<file path="src/inc/cssr_pkg.sv">
// Purpose: shared constants for the socket id and status register bank
// Assumes: byte-wide host register access at the socket register offsets
// Notes:   field positions and offsets are named here; the logic uses the names
package cssr_pkg;
  // register offsets inside the socket register space
  localparam logic [11:0] ID_REV_OFFSET     = 12'h800; // identification and revision
  localparam logic [11:0] IF_STATUS_OFFSET  = 12'h801; // interface status

  // identification register fields
  localparam int          TYPE_CODE_MSB     = 7;       // interface_type_code top bit
  localparam int          TYPE_CODE_LSB     = 6;       // interface_type_code low bit
  localparam logic [1:0]  INTERFACE_TYPE    = 2'h2;    // both io and memory cards
  localparam int          EMUL_MSB          = 5;       // emulation scratch bits
  localparam int          EMUL_LSB          = 4;
  localparam int          REV_MSB           = 3;       // compat_revision_field
  localparam int          REV_LSB           = 0;
  localparam logic [5:0]  ID_RW_RESET       = 6'h00;   // emulation bits reset value

  // interface status register fields
  localparam int          STAT_RSVD_BIT     = 7;       // always reads zero
  localparam int          STAT_POWER_BIT    = 6;       // socket_power_on_flag
  localparam int          STAT_READY_BIT    = 5;       // card ready
  localparam int          STAT_WP_BIT       = 4;       // card_write_protect_flag
  localparam int          STAT_CDB_BIT      = 3;       // card_detect_b_flag
  localparam int          STAT_CDA_BIT      = 2;       // card_detect_a_flag
  localparam int          STAT_BVD_MSB      = 1;       // battery_detect_field top
  localparam int          STAT_BVD_LSB      = 0;       // battery_detect_field low
  localparam logic [7:0]  STATUS_RESET      = 8'h00;   // before pins are sampled

  // socket pin vector layout handed to the synchroniser
  localparam int          PIN_COUNT         = 6;
  localparam int          PIN_BVD1          = 0;       // bvd1 or stschg
  localparam int          PIN_BVD2          = 1;       // bvd2 or spkr
  localparam int          PIN_CD1_B         = 2;       // card detect a, active low
  localparam int          PIN_CD2_B         = 3;       // card detect b, active low
  localparam int          PIN_WP            = 4;       // write protect
  localparam int          PIN_READY         = 5;       // card ready

  localparam logic [7:0]  UNMAPPED_DATA     = 8'h00;   // answer to other offsets
endpackage : cssr_pkg

</file>
<file path="src/inc/cssr_pin_if.sv">
// Purpose: carries raw socket pins into the synchroniser and back out
// Assumes: one host clock domain on the synchronised side
// Notes:   raw side is asynchronous; synced side is safe to read
`timescale 1ns/100ps
`default_nettype none
interface cssr_pin_if #(
  parameter int WIDTH = 6
);
  logic [WIDTH-1:0] raw;     // straight from the socket pins
  logic [WIDTH-1:0] synced;  // after two host clock flops

  // register bank drives pins in, reads synced values
  modport bank (output raw, input synced);
  // synchroniser reads raw, drives synced
  modport sync (input raw, output synced);
endinterface : cssr_pin_if
`default_nettype wire

</file>
<file path="src/hw/cssr_regs.sv">
// Purpose: socket identification/revision and interface status registers
// Assumes: byte host accesses, one access per cycle, same clock as host
// Notes:   status bits lag the pins by the synchroniser plus one flop
`timescale 1ns/100ps
`default_nettype none
module cssr_regs #(
  parameter logic [3:0] REV_DEFAULT = 4'h1, // arbitrary value, reset revision code
  parameter logic [3:0] REV_LEGACY  = 4'h3  // arbitrary value, older revision code
) (
  input  wire logic        sys_clk_i,             // host clock, 40 MHz
  input  wire logic        rst_b_i,               // async reset, active low
  input  wire logic [11:0] reg_addr_i,            // byte offset in socket space
  input  wire logic        reg_wr_i,              // write strobe, one cycle
  input  wire logic        reg_rd_i,              // read strobe, one cycle
  input  wire logic [7:0]  reg_wdata_i,           // write byte
  input  wire logic        subsystem_write_lock_i,// lock from system control
  input  wire logic        socket_power_on_i,     // vcc and vpp applied
  input  wire logic        card_ready_i,          // socket pin, async
  input  wire logic        card_wp_i,             // socket pin, async
  input  wire logic        card_cd1_b_i,          // socket pin, active low
  input  wire logic        card_cd2_b_i,          // socket pin, active low
  input  wire logic        card_bvd1_stschg_i,    // socket pin, async
  input  wire logic        card_bvd2_spkr_i,      // socket pin, async
  output logic [7:0]       reg_rdata_o,           // read byte, held
  output logic             legacy_compat_mode_o   // older controller mode
);
  // address decode, shared by read and write paths
  function automatic logic hit_id(input logic [11:0] a);
    hit_id = (a == cssr_pkg::ID_REV_OFFSET);
  endfunction : hit_id

  function automatic logic hit_status(input logic [11:0] a);
    hit_status = (a == cssr_pkg::IF_STATUS_OFFSET);
  endfunction : hit_status

  logic [5:0] id_rw_reg;       // bits 5:0 of the identification register
  logic [7:0] id_value;        // full identification byte as read
  logic [7:0] status_reg;      // sampled interface status
  logic [7:0] status_next;     // next status sample
  logic [7:0] rdata_reg;       // read data holding flop
  logic       legacy_reg;      // legacy compatibility mode flag
  logic       id_wr_ok;        // accepted write to identification

  // pins enter the bank through the synchroniser only
  cssr_pin_if #(.WIDTH(cssr_pkg::PIN_COUNT)) pin_bus ();

  assign pin_bus.raw[cssr_pkg::PIN_BVD1]  = card_bvd1_stschg_i;
  assign pin_bus.raw[cssr_pkg::PIN_BVD2]  = card_bvd2_spkr_i;
  assign pin_bus.raw[cssr_pkg::PIN_CD1_B] = card_cd1_b_i;
  assign pin_bus.raw[cssr_pkg::PIN_CD2_B] = card_cd2_b_i;
  assign pin_bus.raw[cssr_pkg::PIN_WP]    = card_wp_i;
  assign pin_bus.raw[cssr_pkg::PIN_READY] = card_ready_i;

  // metastability guard; costs two cycles of status latency
  cssr_pin_sync #(
    .WIDTH (cssr_pkg::PIN_COUNT)
  ) u_sync (
    .sys_clk_i (sys_clk_i),
    .rst_b_i   (rst_b_i),
    .pins      (pin_bus.sync)
  );

  // a write lands only when unlocked and aimed at the id register
  assign id_wr_ok = reg_wr_i && hit_id(reg_addr_i) && !subsystem_write_lock_i;

  // identification storage; top two bits are never stored
  always_ff @(posedge sys_clk_i or negedge rst_b_i) begin
    if (!rst_b_i) begin
      id_rw_reg <= {cssr_pkg::ID_RW_RESET[cssr_pkg::EMUL_MSB:cssr_pkg::EMUL_LSB],
                    REV_DEFAULT};
    end else if (id_wr_ok) begin
      id_rw_reg[cssr_pkg::EMUL_MSB:cssr_pkg::EMUL_LSB] <=
        reg_wdata_i[cssr_pkg::EMUL_MSB:cssr_pkg::EMUL_LSB];
      id_rw_reg[cssr_pkg::REV_MSB:cssr_pkg::REV_LSB] <=
        reg_wdata_i[cssr_pkg::REV_MSB:cssr_pkg::REV_LSB];
    end
  end

  // fixed type code on top, stored bits below
  assign id_value = {cssr_pkg::INTERFACE_TYPE, id_rw_reg};

  // legacy mode follows each accepted revision write
  always_ff @(posedge sys_clk_i or negedge rst_b_i) begin
    if (!rst_b_i) begin
      legacy_reg <= (REV_DEFAULT == REV_LEGACY);
    end else if (id_wr_ok) begin
      legacy_reg <= (reg_wdata_i[cssr_pkg::REV_MSB:cssr_pkg::REV_LSB] == REV_LEGACY);
    end
  end

  // status byte assembled from synced pins and power state
  always_comb begin
    status_next = cssr_pkg::STATUS_RESET;
    status_next[cssr_pkg::STAT_RSVD_BIT]  = 1'b0;
    status_next[cssr_pkg::STAT_POWER_BIT] = socket_power_on_i;
    status_next[cssr_pkg::STAT_READY_BIT] = pin_bus.synced[cssr_pkg::PIN_READY];
    status_next[cssr_pkg::STAT_WP_BIT]    = pin_bus.synced[cssr_pkg::PIN_WP];
    status_next[cssr_pkg::STAT_CDB_BIT]   = ~pin_bus.synced[cssr_pkg::PIN_CD2_B];
    status_next[cssr_pkg::STAT_CDA_BIT]   = ~pin_bus.synced[cssr_pkg::PIN_CD1_B];
    // same wires serve battery detect or speaker/status-change by card type
    status_next[cssr_pkg::STAT_BVD_MSB]   = pin_bus.synced[cssr_pkg::PIN_BVD2];
    status_next[cssr_pkg::STAT_BVD_LSB]   = pin_bus.synced[cssr_pkg::PIN_BVD1];
  end

  // status resamples every cycle; no write path reaches it
  always_ff @(posedge sys_clk_i or negedge rst_b_i) begin
    if (!rst_b_i) begin
      status_reg <= cssr_pkg::STATUS_RESET;
    end else begin
      status_reg <= status_next;
    end
  end

  // read data is captured on the read strobe and held until the next one
  always_ff @(posedge sys_clk_i or negedge rst_b_i) begin
    if (!rst_b_i) begin
      rdata_reg <= cssr_pkg::UNMAPPED_DATA;
    end else if (reg_rd_i) begin
      if (hit_id(reg_addr_i)) begin
        rdata_reg <= id_value;
      end else if (hit_status(reg_addr_i)) begin
        rdata_reg <= status_reg;
      end else begin
        // other offsets belong to other blocks; answer zero
        rdata_reg <= cssr_pkg::UNMAPPED_DATA;
      end
    end
  end

  assign reg_rdata_o          = rdata_reg;
  assign legacy_compat_mode_o = legacy_reg;

  // ---- assertions ----
  // type code always reads back fixed
  property p_type_code;
    @(posedge sys_clk_i) disable iff (!rst_b_i)
      (reg_rd_i && hit_id(reg_addr_i)) |=>
        (reg_rdata_o[cssr_pkg::TYPE_CODE_MSB:cssr_pkg::TYPE_CODE_LSB] ==
         cssr_pkg::INTERFACE_TYPE);
  endproperty
  a_type_code: assert property (p_type_code) else $error("interface type code wrong");

  // unlocked write then read returns the written low six bits
  property p_id_write;
    @(posedge sys_clk_i) disable iff (!rst_b_i)
      (id_wr_ok ##1 (reg_rd_i && hit_id(reg_addr_i) && !reg_wr_i)) |=>
        (reg_rdata_o[5:0] == $past(reg_wdata_i[5:0], 2));
  endproperty
  a_id_write: assert property (p_id_write) else $error("id bits not stored");

  // revision default after reset
  property p_rev_default;
    @(posedge sys_clk_i) disable iff (!rst_b_i)
      $rose(rst_b_i) |-> (id_rw_reg[3:0] == REV_DEFAULT);
  endproperty
  a_rev_default: assert property (p_rev_default) else $error("revision default wrong");

  // older revision code switches mode next cycle
  property p_legacy;
    @(posedge sys_clk_i) disable iff (!rst_b_i)
      id_wr_ok |=> (legacy_compat_mode_o == ($past(reg_wdata_i[3:0]) == REV_LEGACY));
  endproperty
  a_legacy: assert property (p_legacy) else $error("legacy mode not updated");

  // locked writes leave identification untouched
  property p_lock;
    @(posedge sys_clk_i) disable iff (!rst_b_i)
      (reg_wr_i && hit_id(reg_addr_i) && subsystem_write_lock_i) |=>
        ($stable(id_rw_reg) && $stable(legacy_compat_mode_o));
  endproperty
  a_lock: assert property (p_lock) else $error("write lock ignored");

  // reserved status bit reads zero
  property p_stat_rsvd;
    @(posedge sys_clk_i) disable iff (!rst_b_i)
      (reg_rd_i && hit_status(reg_addr_i)) |=> !reg_rdata_o[cssr_pkg::STAT_RSVD_BIT];
  endproperty
  a_stat_rsvd: assert property (p_stat_rsvd) else $error("status bit 7 set");

  // power bit tracks power input two cycles back
  property p_power;
    @(posedge sys_clk_i) disable iff (!rst_b_i)
      (reg_rd_i && hit_status(reg_addr_i)) |=>
        (reg_rdata_o[cssr_pkg::STAT_POWER_BIT] == $past(socket_power_on_i, 2));
  endproperty
  a_power: assert property (p_power) else $error("power bit mismatch");

  // ready and write protect follow pins through sync and status flop
  property p_ready_wp;
    @(posedge sys_clk_i) disable iff (!rst_b_i)
      (reg_rd_i && hit_status(reg_addr_i) && $past(rst_b_i, 3)) |=>
        ((reg_rdata_o[cssr_pkg::STAT_READY_BIT] == $past(card_ready_i, 4)) &&
         (reg_rdata_o[cssr_pkg::STAT_WP_BIT] == $past(card_wp_i, 4)));
  endproperty
  a_ready_wp: assert property (p_ready_wp) else $error("ready or wp mismatch");

  // detect bits are pin inverted
  property p_detect;
    @(posedge sys_clk_i) disable iff (!rst_b_i)
      (reg_rd_i && hit_status(reg_addr_i) && $past(rst_b_i, 3)) |=>
        ((reg_rdata_o[cssr_pkg::STAT_CDB_BIT] == !$past(card_cd2_b_i, 4)) &&
         (reg_rdata_o[cssr_pkg::STAT_CDA_BIT] == !$past(card_cd1_b_i, 4)));
  endproperty
  a_detect: assert property (p_detect) else $error("card detect mismatch");

  // battery / speaker field mirrors pins in order
  property p_bvd;
    @(posedge sys_clk_i) disable iff (!rst_b_i)
      (reg_rd_i && hit_status(reg_addr_i) && $past(rst_b_i, 3)) |=>
        (reg_rdata_o[1:0] == {$past(card_bvd2_spkr_i, 4), $past(card_bvd1_stschg_i, 4)});
  endproperty
  a_bvd: assert property (p_bvd) else $error("battery field mismatch");

  // unmapped offsets read zero
  property p_unmapped;
    @(posedge sys_clk_i) disable iff (!rst_b_i)
      (reg_rd_i && !hit_id(reg_addr_i) && !hit_status(reg_addr_i)) |=>
        (reg_rdata_o == cssr_pkg::UNMAPPED_DATA);
  endproperty
  a_unmapped: assert property (p_unmapped) else $error("unmapped read not zero");
endmodule : cssr_regs
`default_nettype wire

</file>
<file path="src/hw/cssr_pin_sync.sv">
// Purpose: two-flop synchroniser for the socket status pins
// Assumes: pins change slowly compared with the host clock
// Notes:   first stage feeds only the second stage
`timescale 1ns/100ps
`default_nettype none
module cssr_pin_sync #(
  parameter int WIDTH = 6
) (
  input  wire logic sys_clk_i,  // host clock
  input  wire logic rst_b_i,    // async reset, active low
  cssr_pin_if.sync  pins        // raw in, synced out
);
  logic [WIDTH-1:0] meta_reg;   // first stage, may go metastable
  logic [WIDTH-1:0] stable_reg; // second stage, safe for logic

  // one pair of flops per pin; no shared logic between bits
  genvar gi;
  generate
    for (gi = 0; gi < WIDTH; gi++) begin : g_bit
      always_ff @(posedge sys_clk_i or negedge rst_b_i) begin
        if (!rst_b_i) begin
          meta_reg[gi]   <= 1'b0;
          stable_reg[gi] <= 1'b0;
        end else begin
          meta_reg[gi]   <= pins.raw[gi];
          stable_reg[gi] <= meta_reg[gi];
        end
      end
    end
  endgenerate

  assign pins.synced = stable_reg;
endmodule : cssr_pin_sync
`default_nettype wire

</file>
<file path="config.mk">
export PLATFORM = sky130hd
export DESIGN_NAME = cssr_regs
export DESIGN_NICKNAME = d
export VERILOG_FILES = /design/src/inc/cssr_pkg.sv /design/src/inc/cssr_pin_if.sv /design/src/hw/cssr_regs.sv /design/src/hw/cssr_pin_sync.sv
export SDC_FILE = /design/constraint.sdc
export NUM_CORES = 1
export LEC_CHECK = 0
export ABC_CLOCK_PERIOD_IN_PS = 900
export BUFFER_PORTS_ARGS = -buffer_cell sky130_fd_sc_hd__buf_2
export CORE_UTILIZATION = 30
export DETAILED_ROUTE_END_ITERATION = 10
export SLEW_MARGIN = 25
export SYNTH_ARGS = -nofsm -noshare
export SYNTH_HDL_FRONTEND = slang
export SYNTH_SLANG_ARGS = --single-unit
</file>
<file path="constraint.sdc">
create_clock -name sys_clk_i -period 0.9 [get_ports sys_clk_i]
set_input_delay 0.09 -clock sys_clk_i [delete_from_list [all_inputs] [get_ports sys_clk_i]]
set_output_delay 0.09 -clock sys_clk_i [all_outputs]
set_load 0.005 [all_outputs]
</file>
### Word-level counts from Yosys, hierarchy flattened

Index checks and enable logic that the tools add are counted.

* bitwise gates (word level): 2
* mux-type cells: 2
* reductions and logical operators: 3
* equality and inequality tests: 3

Operator list (number)
* $eq A12 B12 Y1 const B: 2
* $mux W8: 1
* $mux W7: 1
* $eq A4 B2 Y1 const B: 1
* $logic_and A1 B1 Y1: 2
* $not A1 Y1: 2
* $logic_not A1 Y1: 1

* output and inout bits: 9
* flip-flop bits (word level): 34
* logic and storage cells: 26
* bits of input ports: 32

### Logic depth before layout (Yosys ltp)

* depth in word-level cells: 3
* gate-level depth with buffers: 4
* mapped depth without buffers: 3

### Cells and area by module

From an unflattened synthesis, not the netlist that was laid out.

* cell total of the unflattened synthesis: 84
* area, all modules: 1233.7 sq um

Modules (own cells, without submodules)
* cssr_regs: sequential area each 551.8 sq um, area an instance 933.4 sq um, cells each 72, instances 1
* cssr_pin_sync: sequential area each 300.3 sq um, area an instance 300.3 sq um, cells each 12, instances 1

### Worst setup path after synthesis

No wires, ideal clock.

* path kind: input -> register
* start: input reg_addr_i[5]
* end: register id_rw_reg[1]
* library setup time: 0.125 ns
* data required time: 0.775 ns
* slack: -0.250 ns
* arrival time: 1.025 ns
* cell stages on the path: 4
* buffers on the path: 1
* cells stage by stage: nor4_4 and4_1 buf_6 mux2_4

* word-level cells in the longest chain between the ends: 3

Ends and longest elaborated chain
* from (decl): RTL line cssr_regs.sv:12 `input wire logic [11:0] reg_addr_i,`
* $eq A12 B12 Y1: RTL line cssr_regs.sv:29 `hit_id = (a == cssr_pkg::ID_REV_OFFSET);`
* $logic_and A1 B1 Y1 (2 in series): RTL line cssr_regs.sv:64 `assign id_wr_ok = reg_wr_i && hit_id(reg_addr_i) && !subsystem_write_lock_i;`
* to (signal assigned): RTL line cssr_regs.sv:69 `id_rw_reg <= {cssr_pkg::ID_RW_RESET[cssr_pkg::EMUL_MSB:cssr_pkg::EMUL_LSB],`
* to (signal, indexed assignment): RTL line cssr_regs.sv:72 `id_rw_reg[cssr_pkg::EMUL_MSB:cssr_pkg::EMUL_LSB] <=`
* to (signal, indexed assignment): RTL line cssr_regs.sv:74 `id_rw_reg[cssr_pkg::REV_MSB:cssr_pkg::REV_LSB] <=`
* to (decl): RTL line cssr_regs.sv:36 `logic [5:0] id_rw_reg;`

No other way between the ends.
A chain may end at the register's enable or synchronous reset.

### Final worst setup path

* start: input reg_addr_i[2]
* end: register id_rw_reg[5]

Same word-level chain as after synthesis.

==> out/metrics.cfg <==
[sta]
final.setup_skew_ps = 6.38
period_minus_slack_ps = 1010
slew_headroom = 0.844
period_share = 1.12
slew_violations = 0
tightest_slew_ps = 234
hold_violations = 0
setup_viol = 9
grt_setup_unrepaired = true
worst_slack_ps = -106
final.setup.tns_ps = -694
max_freq_ghz = 0.994

[detailed_routing]
wl_per_cell_um = 12.4
viasPerCell = 4.27
drtAntennaViolNets = 0
wl_um = 2470
drtIter0Drc = 12
drtPass1Iterations = 2
vias = 850
drt_drc_violations_left = 0

[grt]
grt_pass1_vias = 915
grt_overflow = 0
grt_max_degree = 21
grt_pass1_wl_um = 4020
antenna_found_initial = 0
grt_usage = 0.134

[synth]
syn_nets = 116
synth_area_leaders = dfrtp_1 67%, mux2_4 8.5%, inv_1 5.2%
yosys.area.top_type = dfrtp_1
synth_warnings = 0
syn_avg_cell_area_um2 = 14.7
synth.distinct_cells = 18
synth_seq_cells = 34
synth.top_cell.area_share = 0.669
syn-cell-area_um2 = 1230
synth_cells = 84
yosysSeqAreaShare = 0.691

[layout]
final_common_cell = buf_2
layout.nets = 182
fin_area_um2 = 1850
final_cell_mix = 35 x buf_2, 33 x dfrtp_1, 17 x inv_1, 11 x buf_4, 8 x dlygate4sd3_1
antenna_cells = 0
largest_reg_flops = 8
area_delta_synth_final_pct = 50.0
drive_above_1_share = 0.517
fin_cells = 199
utilization = 0.487

[hold_path]
hp-class = input port to flop
hp-start = reg_wdata_i[4]
min_to = id_rw_reg[4]$_DFFE_PN0P_
whs_path_depth = 2

[floorplanning]
core_um2 = 3800
core.rowCount = 22
dieWidth_um = 66.1
die_area_um2 = 4370
initial_utilization = 0.325
io_pins = 41
die_h_um = 66.1

[placed_design]
place_inst = 176
place_hpwl_um = 1730
io_buffers = 38
dpl-instance-area_um2 = 1540
gp_congestion = 0.724

[critical_path]
rr_worst_depth = 2
cp_max_fo = 7
required_ps = 1070
reg2reg_setup_slack_ps = 10
r2r-start = legacy_compat_mode_o$_DFFE_PN0P_
worst_r2r_endpoint = legacy_compat_mode_o$_DFFE_PN0P_
end_kind = flop
startpoint = reg_addr_i[2]
worstSetupPathType = input port to flop
worst_setup_path_start_kind = input port
arrival_ps = 1180

[run_status]
violations = setup timing
outcome = complete, but fails checks

[cts]
path_clk_slew_ps = 70
clock_tree.root_cell = clkbuf_8
clockBufferDepth = 2
cts.sinks = 34
insertion_delay_ps = 290
cts_max_level = 2
numCtsBuffers = 5
cts_tree = built

[power_and_ir_drop]
power_density_nw_per_um2 = 1690
peakVddDrop_uv = 799
cellLeakagePower_nw = 0.915
finalPower_mw = 3.14

[job]
drv_cap = 0

-- synthesized netlist by cell type (all sizes together) --
cell and count:
dfrtp 33, inv 17, mux2 7, nand2b 6, o221ai 6, nand4 2
nor3 2, and2 1, and4 1, buf 1, dfstp 1, nand2 1
nor2b 1, nor3b 1, nor4 1, nor4b 1, o21ai 1, o22ai 1
-- final cells by class --
class,count,area (um2)
clock inverter,3,40.0
sequential,34,852
tap,48,60.1
clock buffer,5,68.8
multi-input combinational,32,352
fill,347,1950
timing repair buffer,60,414
inverter,17,63.8
-- critical path: stages --
cell and delay (ps):
buf_6 100, nor4b_4 290, and4_4 280, buf_12 130, mux2_4 290
-- stage by stage --
| stage | hold slack [ps] | setup WS [ps] |
|---|---|---|
| global route | 27.8 | -126 |
| finish | 44.7 | -106 |
| floorplan | -206 | -249 |
| detailed placement | -86.4 | -493 |
| global placement | -90.0 | -442 |
| CTS | 35.7 | -108 |
-- repair_timing --
| action | in CTS | in global routing |
|---|---|---|
| setup endpoints to repair | 12 | 22 |
| hold buffers | 8 | 0 |
| setup buffers | 4 | 3 |
| pin swaps | 3 | 2 |
| resized for setup | 4 | 9 |
| endpoints found under the hold margin | 40 | 0 |
-- how the worst max path moves through the flow --
stage / endpoint / slack [ps] / cells after the start
final: id_rw_reg[5]$_DFFE_PN0P_ / -110 / 5
after global routing: id_rw_reg[5]$_DFFE_PN0P_ / -130 / 5
after CTS: id_rw_reg[5]$_DFFE_PN0P_ / -110 / 5
after detailed placement: id_rw_reg[5]$_DFFE_PN0P_ / -490 / 5
after global placement: legacy_compat_mode_o$_DFFE_PN0P_ / -440 / 5
after floorplan: id_rw_reg[1]$_DFFE_PN0P_ / -250 / 4
-- report_power, final --
group          total [mW]  switching, mW  internal (mW)
combinational       0.194         0.0860          0.108
sequential           1.58         0.0106           1.57
clock                1.36          0.546          0.814
total                3.14          0.642           2.49
-- per-layer routing --
layer | track usage | wire length (um)
met1 | 0.149 | 1010
met2 | 0.212 | 1250
met3 | 0.0655 | 170
met4 | 0.0638 | 36
met5 | 0 | 0
-- cells by family after synthesis --
family | count (synthesis) | synth area share
compound gates | 8 | 0.0517
buf+inv | 18 | 0.0609
flops | 34 | 0.691
mux | 7 | 0.0852
simple gates | 17 | 0.112
(Power assumes the default switching activity.)
